`config.mk`:
```
export PLATFORM = sky130hd
export DESIGN_NAME = dao_offset_ctrl
export DESIGN_NICKNAME = d
export VERILOG_FILES = /design/src/pkg/dao_pkg.sv /design/src/core/dao_offset_ctrl.sv /design/src/core/dao_range_check.sv
export SDC_FILE = /design/constraint.sdc
export NUM_CORES = 1
export LEC_CHECK = 0
export BUFFER_PORTS_ARGS = -buffer_cell sky130_fd_sc_hd__buf_2
export CAP_MARGIN = 20
export CORE_ASPECT_RATIO = 0.5
export CORE_MARGIN = 1.5
export CORE_UTILIZATION = 30
export DETAILED_ROUTE_END_ITERATION = 6
export SKIP_CTS_REPAIR_TIMING = 1
export SYNTH_ARGS = -nofsm -noshare
export SYNTH_HDL_FRONTEND = slang
export SYNTH_SLANG_ARGS = --single-unit
export TNS_END_PERCENT = 30
```
`constraint.sdc`:
```
create_clock -name clk_sys -period 23.4 [get_ports clk_sys]
set_input_delay 1.17 -clock clk_sys [delete_from_list [all_inputs] [get_ports clk_sys]]
set_output_delay 1.17 -clock clk_sys [all_outputs]
set_load 0.02 [all_outputs]
```
`src/pkg/dao_pkg.sv`:
```
// constants and types for the disk address offset mode block
package dao_pkg;
	localparam int LBA_W = 28;
	localparam logic [7:0] CMD_SET_FEATURES = 8'hef;
	localparam logic [7:0] CMD_READ_NATIVE_MAX = 8'hf8;
	localparam logic [7:0] CMD_SET_MAX = 8'hf9;
	localparam logic [7:0] SUB_OFFSET_ON = 8'h09;
	localparam logic [7:0] SUB_OFFSET_OFF = 8'h89;
	localparam logic [7:0] SUB_REVERT_ON = 8'hcc;
	localparam logic [7:0] SUB_REVERT_OFF = 8'h66;
	localparam int ID_SUPPORT_BIT = 7;
	localparam int ID_ACTIVE_BIT = 7;
	localparam logic RST_OFFSET_ON = 1'b0;
	localparam logic RST_REVERT_ON = 1'b0;
	localparam logic [LBA_W-1:0] RST_LBA = 28'h0000000;
	localparam logic [1:0] CMD_LATENCY = 2'h1;
	typedef enum logic [2:0] {
		DAO_IDLE = 3'b001,
		DAO_EXEC = 3'b010,
		DAO_DONE = 3'b100
	} dao_state_e;
endpackage

```
`src/core/dao_offset_ctrl.sv`:
```
// command level control of the address offset mode
`timescale 1ns/1ps
// Operation
// - enable subcommand remaps block zero to protected area
// - disable, hard reset, power-on reset clear mode
// - soft reset clears mode when revert enabled
// - capacity reported equals former protected area
// - remapped addresses wrap modulo drive size
// - no protected area aborts enable, mode stays off
// - disable restores nonvolatile max capacity
// - identify word 83 bit 7 set
// - identify word 86 bit 7 tracks mode
// - ranges crossing native max rejected in mode
// - no read look-ahead while mode active
// - entering mode moves max pointer to reserved end
// - native max read returns true top block
module dao_offset_ctrl
	import dao_pkg::*;
(
	// clock and resets
	input wire logic clk_sys,
	input wire logic rst,
	input wire logic hardReset,
	input wire logic softReset,
	// command issue
	input wire logic cmdValid,
	input wire logic [7:0] cmdCode,
	input wire logic [7:0] cmdFeature,
	input wire logic [LBA_W-1:0] cmdLba,
	// drive geometry
	input wire logic [LBA_W-1:0] nativeMaxLba,
	input wire logic [LBA_W-1:0] nvMaxLba,
	input wire logic nvAreaValid,
	// media access check
	input wire logic [LBA_W-1:0] accLba,
	input wire logic [LBA_W-1:0] accCount,
	input wire logic lookAheadEn,
	// command completion
	output logic cmdDone,
	output logic cmdAbort,
	output logic [LBA_W-1:0] cmdResult,
	// access result
	output logic [LBA_W-1:0] physLba,
	output logic accReject,
	output logic lookAheadGo,
	// identify and capacity
	output logic offsetActive,
	output logic [LBA_W-1:0] maxLba,
	output logic [LBA_W-1:0] idCapacity,
	output logic [15:0] idWord83,
	output logic [15:0] idWord86
);
	typedef struct packed {
		dao_state_e state;
		logic offsetOn;
		logic revertOn;
		logic [LBA_W-1:0] maxPtr;
		logic [LBA_W-1:0] capacity;
		logic [7:0] code;
		logic [7:0] feat;
		logic [LBA_W-1:0] lba;
		logic done;
		logic abort;
		logic [LBA_W-1:0] result;
		logic [LBA_W-1:0] phys;
		logic reject;
		logic lookGo;
		logic [15:0] w83;
		logic [15:0] w86;
	} dao_regs_s;

	dao_regs_s r_q;
	dao_regs_s r_d;
	logic [LBA_W-1:0] mapLba;
	logic crossing;

	// ----------------------------------------------------------------
	// address remap
	// ----------------------------------------------------------------
	dao_range_check uRange (
		.offsetOn(r_q.offsetOn),
		.nvMaxLba(nvMaxLba),
		.nativeMaxLba(nativeMaxLba),
		.hostLba(accLba),
		.hostCount(accCount),
		.physLba(mapLba),
		.crossesNative(crossing)
	);

	// ----------------------------------------------------------------
	// next state
	// ----------------------------------------------------------------
	always_comb begin
		r_d = r_q;
		r_d.done = 1'b0;
		r_d.abort = 1'b0;
		r_d.phys = mapLba;
		r_d.reject = crossing;
		r_d.lookGo = lookAheadEn && !r_q.offsetOn;
		r_d.w83 = 16'h0000;
		r_d.w83[ID_SUPPORT_BIT] = 1'b1;
		r_d.w86 = 16'h0000;
		r_d.w86[ID_ACTIVE_BIT] = r_q.offsetOn;
		unique case (r_q.state)
			DAO_IDLE: begin
				if (cmdValid) begin
					r_d.code = cmdCode;
					r_d.feat = cmdFeature;
					r_d.lba = cmdLba;
					r_d.state = DAO_EXEC;
				end
			end
			DAO_EXEC: begin
				r_d.state = DAO_DONE;
				r_d.done = 1'b1;
				r_d.result = '0;
				if (r_q.code == CMD_READ_NATIVE_MAX) begin
					r_d.result = nativeMaxLba;
				end else if (r_q.code == CMD_SET_MAX) begin
					// lifting protection leaves the native check alive
					r_d.maxPtr = (r_q.lba > nativeMaxLba) ?
						nativeMaxLba : r_q.lba;
					if (!r_q.offsetOn) begin
						r_d.capacity = r_d.maxPtr;
					end
				end else if (r_q.code == CMD_SET_FEATURES) begin
					if (r_q.feat == SUB_OFFSET_ON) begin
						if (!nvAreaValid) begin
							r_d.abort = 1'b1;
						end else begin
							r_d.offsetOn = 1'b1;
							// former reserved area size, as last block
							r_d.capacity = LBA_W'(nativeMaxLba - nvMaxLba
								- 28'h0000001);
							r_d.maxPtr = r_d.capacity;
						end
					end else if (r_q.feat == SUB_OFFSET_OFF) begin
						r_d.offsetOn = 1'b0;
						r_d.capacity = nvMaxLba;
						r_d.maxPtr = nvMaxLba;
					end else if (r_q.feat == SUB_REVERT_ON) begin
						r_d.revertOn = 1'b1;
					end else if (r_q.feat == SUB_REVERT_OFF) begin
						r_d.revertOn = 1'b0;
					end
				end
			end
			DAO_DONE: begin
				r_d.state = DAO_IDLE;
			end
		endcase
		if (softReset) begin
			r_d.state = DAO_IDLE;
			if (r_q.revertOn) begin
				r_d.offsetOn = 1'b0;
				r_d.capacity = nvMaxLba;
				r_d.maxPtr = nvMaxLba;
			end
		end
		if (hardReset) begin
			r_d.state = DAO_IDLE;
			r_d.offsetOn = 1'b0;
			r_d.revertOn = RST_REVERT_ON;
			r_d.capacity = nvMaxLba;
			r_d.maxPtr = nvMaxLba;
		end
	end

	// ----------------------------------------------------------------
	// state register
	// ----------------------------------------------------------------
	always_ff @(posedge clk_sys) begin
		if (rst) begin
			r_q <= '0;
			r_q.state <= DAO_IDLE;
			r_q.offsetOn <= RST_OFFSET_ON;
			r_q.revertOn <= RST_REVERT_ON;
			r_q.maxPtr <= RST_LBA;
			r_q.capacity <= RST_LBA;
		end else begin
			r_q <= r_d;
		end
	end

	// ----------------------------------------------------------------
	// outputs
	// ----------------------------------------------------------------
	assign cmdDone = r_q.done;
	assign cmdAbort = r_q.abort;
	assign cmdResult = r_q.result;
	assign physLba = r_q.phys;
	assign accReject = r_q.reject;
	assign lookAheadGo = r_q.lookGo;
	assign offsetActive = r_q.offsetOn;
	assign maxLba = r_q.maxPtr;
	assign idCapacity = r_q.capacity;
	assign idWord83 = r_q.w83;
	assign idWord86 = r_q.w86;
endmodule

```
`src/core/dao_range_check.sv`:
```
// offset remap and native boundary check for one access
`timescale 1ns/1ps
module dao_range_check
	import dao_pkg::*;
(
	// mode and geometry
	input wire logic offsetOn,
	input wire logic [LBA_W-1:0] nvMaxLba,
	input wire logic [LBA_W-1:0] nativeMaxLba,
	// access
	input wire logic [LBA_W-1:0] hostLba,
	input wire logic [LBA_W-1:0] hostCount,
	// result
	output logic [LBA_W-1:0] physLba,
	output logic crossesNative
);
	logic [LBA_W:0] sum;
	logic [LBA_W:0] lastLba;
	logic [LBA_W:0] drive;
	always_comb begin
		drive = {1'b0, nativeMaxLba} + {{LBA_W{1'b0}}, 1'b1};
		// remap base is first block of the protected area
		sum = {1'b0, hostLba} + {1'b0, nvMaxLba} + {{LBA_W{1'b0}}, 1'b1};
		physLba = hostLba;
		if (offsetOn) begin
			if (sum >= drive) begin
				physLba = LBA_W'(sum - drive);
			end else begin
				physLba = sum[LBA_W-1:0];
			end
		end
		lastLba = {1'b0, physLba} + {1'b0, hostCount} - {{LBA_W{1'b0}}, 1'b1};
		// in offset mode only, a range that passes native max, wrapped or not, is refused
		crossesNative = offsetOn && (hostCount != '0)
			&& (lastLba > {1'b0, nativeMaxLba});
	end
endmodule

```
==> flow_summary_export.csv, run 1 <==
group,metric,value,unit
status,outcome,"completed",
cts,cts_max_path_buffers,2,
sta,rsz0062_at_grt,"false",
yosys,synth_top_area_share,19.2,%
worst_setup_path,end_kind,"flop",
sta,period_needed,11.05,ns
yosys,yosys-top-cells-area,"dfxtp_1, ha_1, a21oi_1",
sta,setup_violations,0,
pwr,power,0.00109,W
worst_setup_path,required,23.77,ns
detailed_routing,wire_per_inst,20.5,um
cts,numCtsBuffers,17,
die,ios,312,
yosys,synth_seq_cells,167,
yosys,yosysTopAreaCell,"dfxtp_1",
die,rows,62,
yosys,yosysWarnings,0,
pwr,power_density,56.6,nW/um2
cts,h-tree-depth,4,
yosys,synth_area,17400,um2
worst_setup_path,critPathTopFamily,"compound AO/OA/AOI/OAI gates",
die,die_h,173,um
detailed_routing,ant_nets,0,
place,hpwl,52.8,mm
detailed_routing,route.detailed.drc,0,
layout,drive_gt1_share,15.7,%
sta,final.setup.tns,0,ns
pwr,ir_drop,0.0555,mV
worst_hold_path,hold_class,"flop to flop",
cts,cts_tree,"yes",
detailed_routing,wl,66.3,mm
cts,worstSkewPairLatency,0.47,ns
worst_setup_path,slowest_delay,0.64,ns
global_route,antenna_found_initial,9,
place,place_inst,3186,
global_route,grt_pass1_vias,16046,
worst_setup_path,slowest_stage,"or4b_2",
place,portBuffers,281,
detailed_routing,firstDrtPassIters,6,
layout,syn_to_final_growth,10.4,%
layout,instances_no_fill,3229,
cts,clkTransAtPathRegs,0.09,ns
worst_setup_path,crit_buf_inv,5,
yosys,ys_seq_area_share,19.2,%
yosys,syn-mean-instance-area,7.48,um2
global_route,grt_remaining_overflow,0,
cts,clock-sinks,167,
worst_setup_path,path_max_fanout,19,
yosys,synth_ff_type,"dfxtp_1",
sta,hold_viol,0,
detailed_routing,avgViaCountPerCell,5.46,
flow_run,cap_violations,0,
sta,drv_slew,0,
cts,cts-root-buf,"clkbuf_16",
sta,clock.fmax,90.5,MHz
yosys,synth_cell_types,95,
pwr,leakagePower,8.66,nW
yosys,synth-async-reset-ratio,0,%
global_route,grt_pass1_wl,98.4,mm
die,core_area,57300,um2
yosys,synth_edf_count,0,
die,die_area,59500,um2
layout,nets,2798,
sta,worst_pin_slew,1.04,ns
die,die_w,343,um
layout,final_util,33.5,%
sta,clock_skew,0.0149,ns
die,start_util,30.3,%
global_route,grt_max_degree,67,
sta,period_share,47.2,%
detailed_routing,drt_iter0_drc,1770,
global_route,grtUsageTotal,21.6,%
sta,relSlewSlack,30.4,%
worst_setup_path,crit_path_start_kind,"input pin",
worst_setup_path,arrival,11.42,ns
place,gp_congestion,0.939,
worst_setup_path,critPathMostFrequentCell,"ha_1",
detailed_routing,vias,17646,
worst_setup_path,crit_type,"input pin to flop",
yosys,synthCells,2325,
==> tightest hold or removal path: stages, from the launching register on <==
cell and delay (ns):
dfxtp_1 0.31, nand2_1 0.05, a21oi_1 0.05
==> sequential cells by signal, summed over array words and instances, names as in the netlist <==
signal / flops
r_q: 48
cmdResult: 28
idCapacity: 28
maxLba: 28
physLba: 28
accReject: 1
cmdAbort: 1
cmdDone: 1
idWord83: 1
idWord86: 1
lookAheadGo: 1
offsetActive: 1
==> through the flow <==
stage | worst slack (ns) | hold WS [ns] | cell area (um2)
final | 12.35 | 0.452 | 19200
after global routing | 11.69 | 0.472 | 19200
after CTS | 12.62 | 0.455 | 19200
after detailed placement | 12.18 | 0.445 | 18600
after global placement | 12.36 | 0.440 | 18600
after floorplan | 13.95 | 0.432 | 17500
==> layer usage <==
| metal | global-route usage (%) | wire length (um) | vias to the layer above |
|---|---|---|---|
| met4 | 7.91 | 2180 | 0 |
| li1 | - | - | 8439 |
| met1 | 29.6 | 29500 | 8394 |
| met5 | 0 | 0 | - |
| met2 | 34.2 | 30100 | 718 |
| met3 | 3.42 | 4520 | 95 |
==> final cells by class <==
| cell class | count | area, um2 |
|---|---|---|
| Antenna cell | 10 | 25.0 |
| Clock buffer | 17 | 425 |
| Clock inverter | 15 | 163 |
| Fill cell | 6173 | 38100 |
| Inverter | 170 | 638 |
| Multi-Input combinational cell | 1783 | 12100 |
| Sequential cell | 167 | 3340 |
| Tap cell | 768 | 961 |
| Timing Repair Buffer | 299 | 1550 |
==> final timing paths <==
| kind | slack (ns) | to | cells after the start | startpoint |
|---|---|---|---|---|
| setup / recovery | 12.35 | accReject | 44 | nvMaxLba[0] |
| hold / removal | 0.45 | cmdResult[0] | 2 | cmdResult[0] |
| setup reg to reg | 16.94 | accReject | 26 | offsetActive |
| hold reg to reg | 0.45 | cmdResult[0] | 2 | cmdResult[0] |
==> cells by family (layout without fill, tap and decap cells) <==
group                    after synthesis  count (layout)  synth area share (%)
AO/OA/AOI/OAI                        737             737                  27.8
AND/OR/NAND/NOR                      658             658                  17.9
buffers and inverters                404             501                  12.0
adder cells (fa/ha/maj)              198             198                  14.4
flip-flops                           167             167                  19.2
XOR/XNOR                             115             115                  6.05
multiplexers                          45              45                  2.63
other                                  1              40                0.0216
==> layout by cell type, fill, tap and decap left out, types with 16 or more instances in the layout <==
| cell type | instances |
|---|---|
| a211oi_1 | 28 |
| a21boi_0 | 19 |
| a21o_1 | 72 |
| a21oi_1 | 236 |
| a221oi_1 | 29 |
| a22oi_1 | 19 |
| a31oi_1 | 23 |
| and3_1 | 25 |
| buf_2 | 280 |
| buf_4 | 18 |
| clkbuf_16 | 17 |
| conb_1 | 30 |
| dfxtp_1 | 166 |
| ha_1 | 193 |
| inv_1 | 169 |
| mux2i_1 | 39 |
| nand2_1 | 263 |
| nand3_1 | 55 |
| nand4_1 | 22 |
| nor2_1 | 149 |
| nor2b_1 | 19 |
| nor3_1 | 30 |
| nor4_1 | 16 |
| o211ai_1 | 17 |
| o21a_1 | 27 |
| o21ai_0 | 122 |
| o21bai_1 | 20 |
| o22ai_1 | 16 |
| xnor2_1 | 85 |
| xor2_1 | 27 |
==> Yosys cell counts (20+ instances only) <==
master,number
a211oi_1,28
a21o_1,72
a21oi_1,237
a221oi_1,29
a31oi_1,23
and3_1,25
buf_4,146
clkbuf_1,76
dfxtp_1,167
ha_1,193
inv_1,169
mux2i_1,39
nand2_1,263
nand3_1,55
nand4_1,22
nor2_1,151
nor3_1,30
o21a_1,27
o21ai_0,122
o21bai_1,20
xnor2_1,85
xor2_1,27
==> where the power goes <==
part           internal, W  switching, W  total [W]
combinational     0.000185      0.000291   0.000476
clock             0.000152      0.000150   0.000302
sequential        0.000298     0.0000110   0.000310
total             0.000635      0.000453    0.00109
Power figures use the tool's default switching activity.
==> inputs of run 2 (changes only) <==
==> constraint.sdc (replaced) <==
create_clock -name clk_sys -period 10.65 [get_ports clk_sys]
set_input_delay 0.5325 -clock clk_sys [delete_from_list [all_inputs] [get_ports clk_sys]]
set_output_delay 0.5325 -clock clk_sys [all_outputs]
set_load 0.02 [all_outputs]
==> run 2 against run 1 <==
Count of clock-buffer cells in the layout up 2. Global-route usage down 0.054 points. Total power up 120%. Critical path depth up 1. Core utilization up 0.079 points. Cell count up 0.19%. First-iteration DRC count up 1.5%. Sequential power up 120%. Combinational power up 120%. Register-to-register slack worse by 12 ns. Worst setup slack worse by 11 ns. Critical path type unchanged. Critical endpoint unchanged.
==> flow_summary_export.csv, run 2 (synthesized netlist as in run 1, its figures left out) <==
group,metric,value,unit
sta,setup_violations,0,
global_route,antenna_found_initial,12,
worst_setup_path,r2r_setup_slack,4.64,ns
pwr,ir_drop,0.126,mV
sta,clock_skew,0.0143,ns
layout,syn_to_final_growth,10.7,%
sta,period_needed,9.80,ns
worst_setup_path,crit_buf_inv,5,
status,outcome,"completed",
global_route,grt_max_degree,67,
worst_hold_path,min_to,"r_q[192]",
sta,rsz0062_at_grt,"false",
sta,final.setup.tns,0,ns
sta,hold_viol,0,
global_route,grtUsageTotal,21.6,%
sta,drv_slew,0,
detailed_routing,drt_iter0_drc,1797,
die,start_util,30.3,%
detailed_routing,wire_per_inst,20.5,um
worst_setup_path,critPathMostFrequentCell,"ha_1",
sta,relSlewSlack,28.2,%
cts,clkTransAtPathRegs,0.08,ns
die,die_area,59500,um2
worst_setup_path,crit_type,"input pin to flop",
detailed_routing,avgViaCountPerCell,5.45,
cts,h-tree-depth,4,
worst_setup_path,r2r-start,"offsetActive",
layout,drive_gt1_share,15.8,%
worst_hold_path,whs_path_depth,2,
worst_setup_path,required,11.01,ns
global_route,grt_remaining_overflow,0,
worst_hold_path,min_from,"hardReset",
place,hpwl,52.9,mm
layout,mostFrequentLayoutCells,"buf_2, nand2_1, a21oi_1, ha_1, inv_1",
worst_setup_path,r2r_end,"accReject",
worst_setup_path,slowest_delay,0.64,ns
detailed_routing,vias,17623,
die,rows,62,
flow_run,cap_violations,0,
sta,holdWs,0.285,ns
cts,worstSkewPairLatency,0.47,ns
layout,regMostFlops,"r_q",
worst_setup_path,slowest_stage,"or4b_2",
cts,cts-root-buf,"clkbuf_16",
worst_setup_path,critPathTopFamily,"compound AO/OA/AOI/OAI gates",
layout,largest_reg_flops,48,
worst_hold_path,hold_class,"input pin to flop",
cts,cts_max_path_buffers,2,
worst_setup_path,crit_path_start_kind,"input pin",
detailed_routing,wl,66.2,mm
sta,period_share,92.0,%
place,portBuffers,281,
global_route,grt_pass1_vias,16284,
layout,final_util,33.6,%
die,die_w,343,um
layout,nets,2802,
pwr,leakagePower,8.69,nW
worst_setup_path,path_max_fanout,10,
cts,numCtsBuffers,17,
sta,setup_slack,0.852,ns
global_route,grt_pass1_wl,98.2,mm
pwr,power,0.00240,W
sta,worst_pin_slew,1.07,ns
sta,clock.fmax,102,MHz
detailed_routing,ant_nets,0,
worst_setup_path,arrival,10.16,ns
die,die_h,173,um
detailed_routing,firstDrtPassIters,5,
worst_setup_path,end_kind,"flop",
cts,cts_tree,"yes",
worst_setup_path,r2r_cells,25,
cts,clock-sinks,167,
place,dp_slack,0.525,ns
pwr,power_density,125,nW/um2
die,ios,312,
die,core_area,57300,um2
place,gp_congestion,0.962,
detailed_routing,route.detailed.drc,0,
layout,final_common_cell,"buf_2",
[run 2: power breakdown]
part	total (W)	internal (W)	switching (W)	leakage, nW
combinational	0.00105	0.000407	0.000640	7.02
sequential	0.000680	0.000656	0.0000240	1.38
clock	0.000672	0.000360	0.000312	0.297
total	0.00240	0.00142	0.000976	8.69
[run 2: per-stage QoR]
step,instance area (um2),std cells
3_3_place_gp,18600,3191
5_1_grt,19200,3233
3_5_place_dp,18600,3191
2_1_floorplan,17500,2354
6_report,19200,3235
4_1_cts,19200,3223
[run 2: per-layer routing]
metal	wire, um	vias up	track usage, %
li1	-	8449	-
met1	28900	8317	29.0
met2	30100	742	34.1
met3	4770	115	3.60
met4	2410	0	8.98
met5	0	-	0
[run 2: final cells by class]
type | instances | area (um2)
Sequential cell | 167 | 3340
Clock inverter | 13 | 163
Fill cell | 6130 | 38100
Clock buffer | 19 | 443
Timing Repair Buffer | 303 | 1570
Inverter | 170 | 638
Tap cell | 768 | 961
Antenna cell | 12 | 30.0
Multi-Input combinational cell | 1783 | 12100
[run 2: worst max-delay path by stage]
stage | startpoint | endpoint | slack [ns] | depth (start not counted)
after floorplan | nvMaxLba[0] | accReject | 1.84 | 44
after global placement | nvMaxLba[0] | accReject | 0.63 | 45
after detailed placement | nvMaxLba[0] | accReject | 0.52 | 45
after CTS | nvMaxLba[0] | accReject | 0.98 | 45
after global routing | nvMaxLba[3] | accReject | 0.15 | 43
final | nvMaxLba[0] | accReject | 0.85 | 45
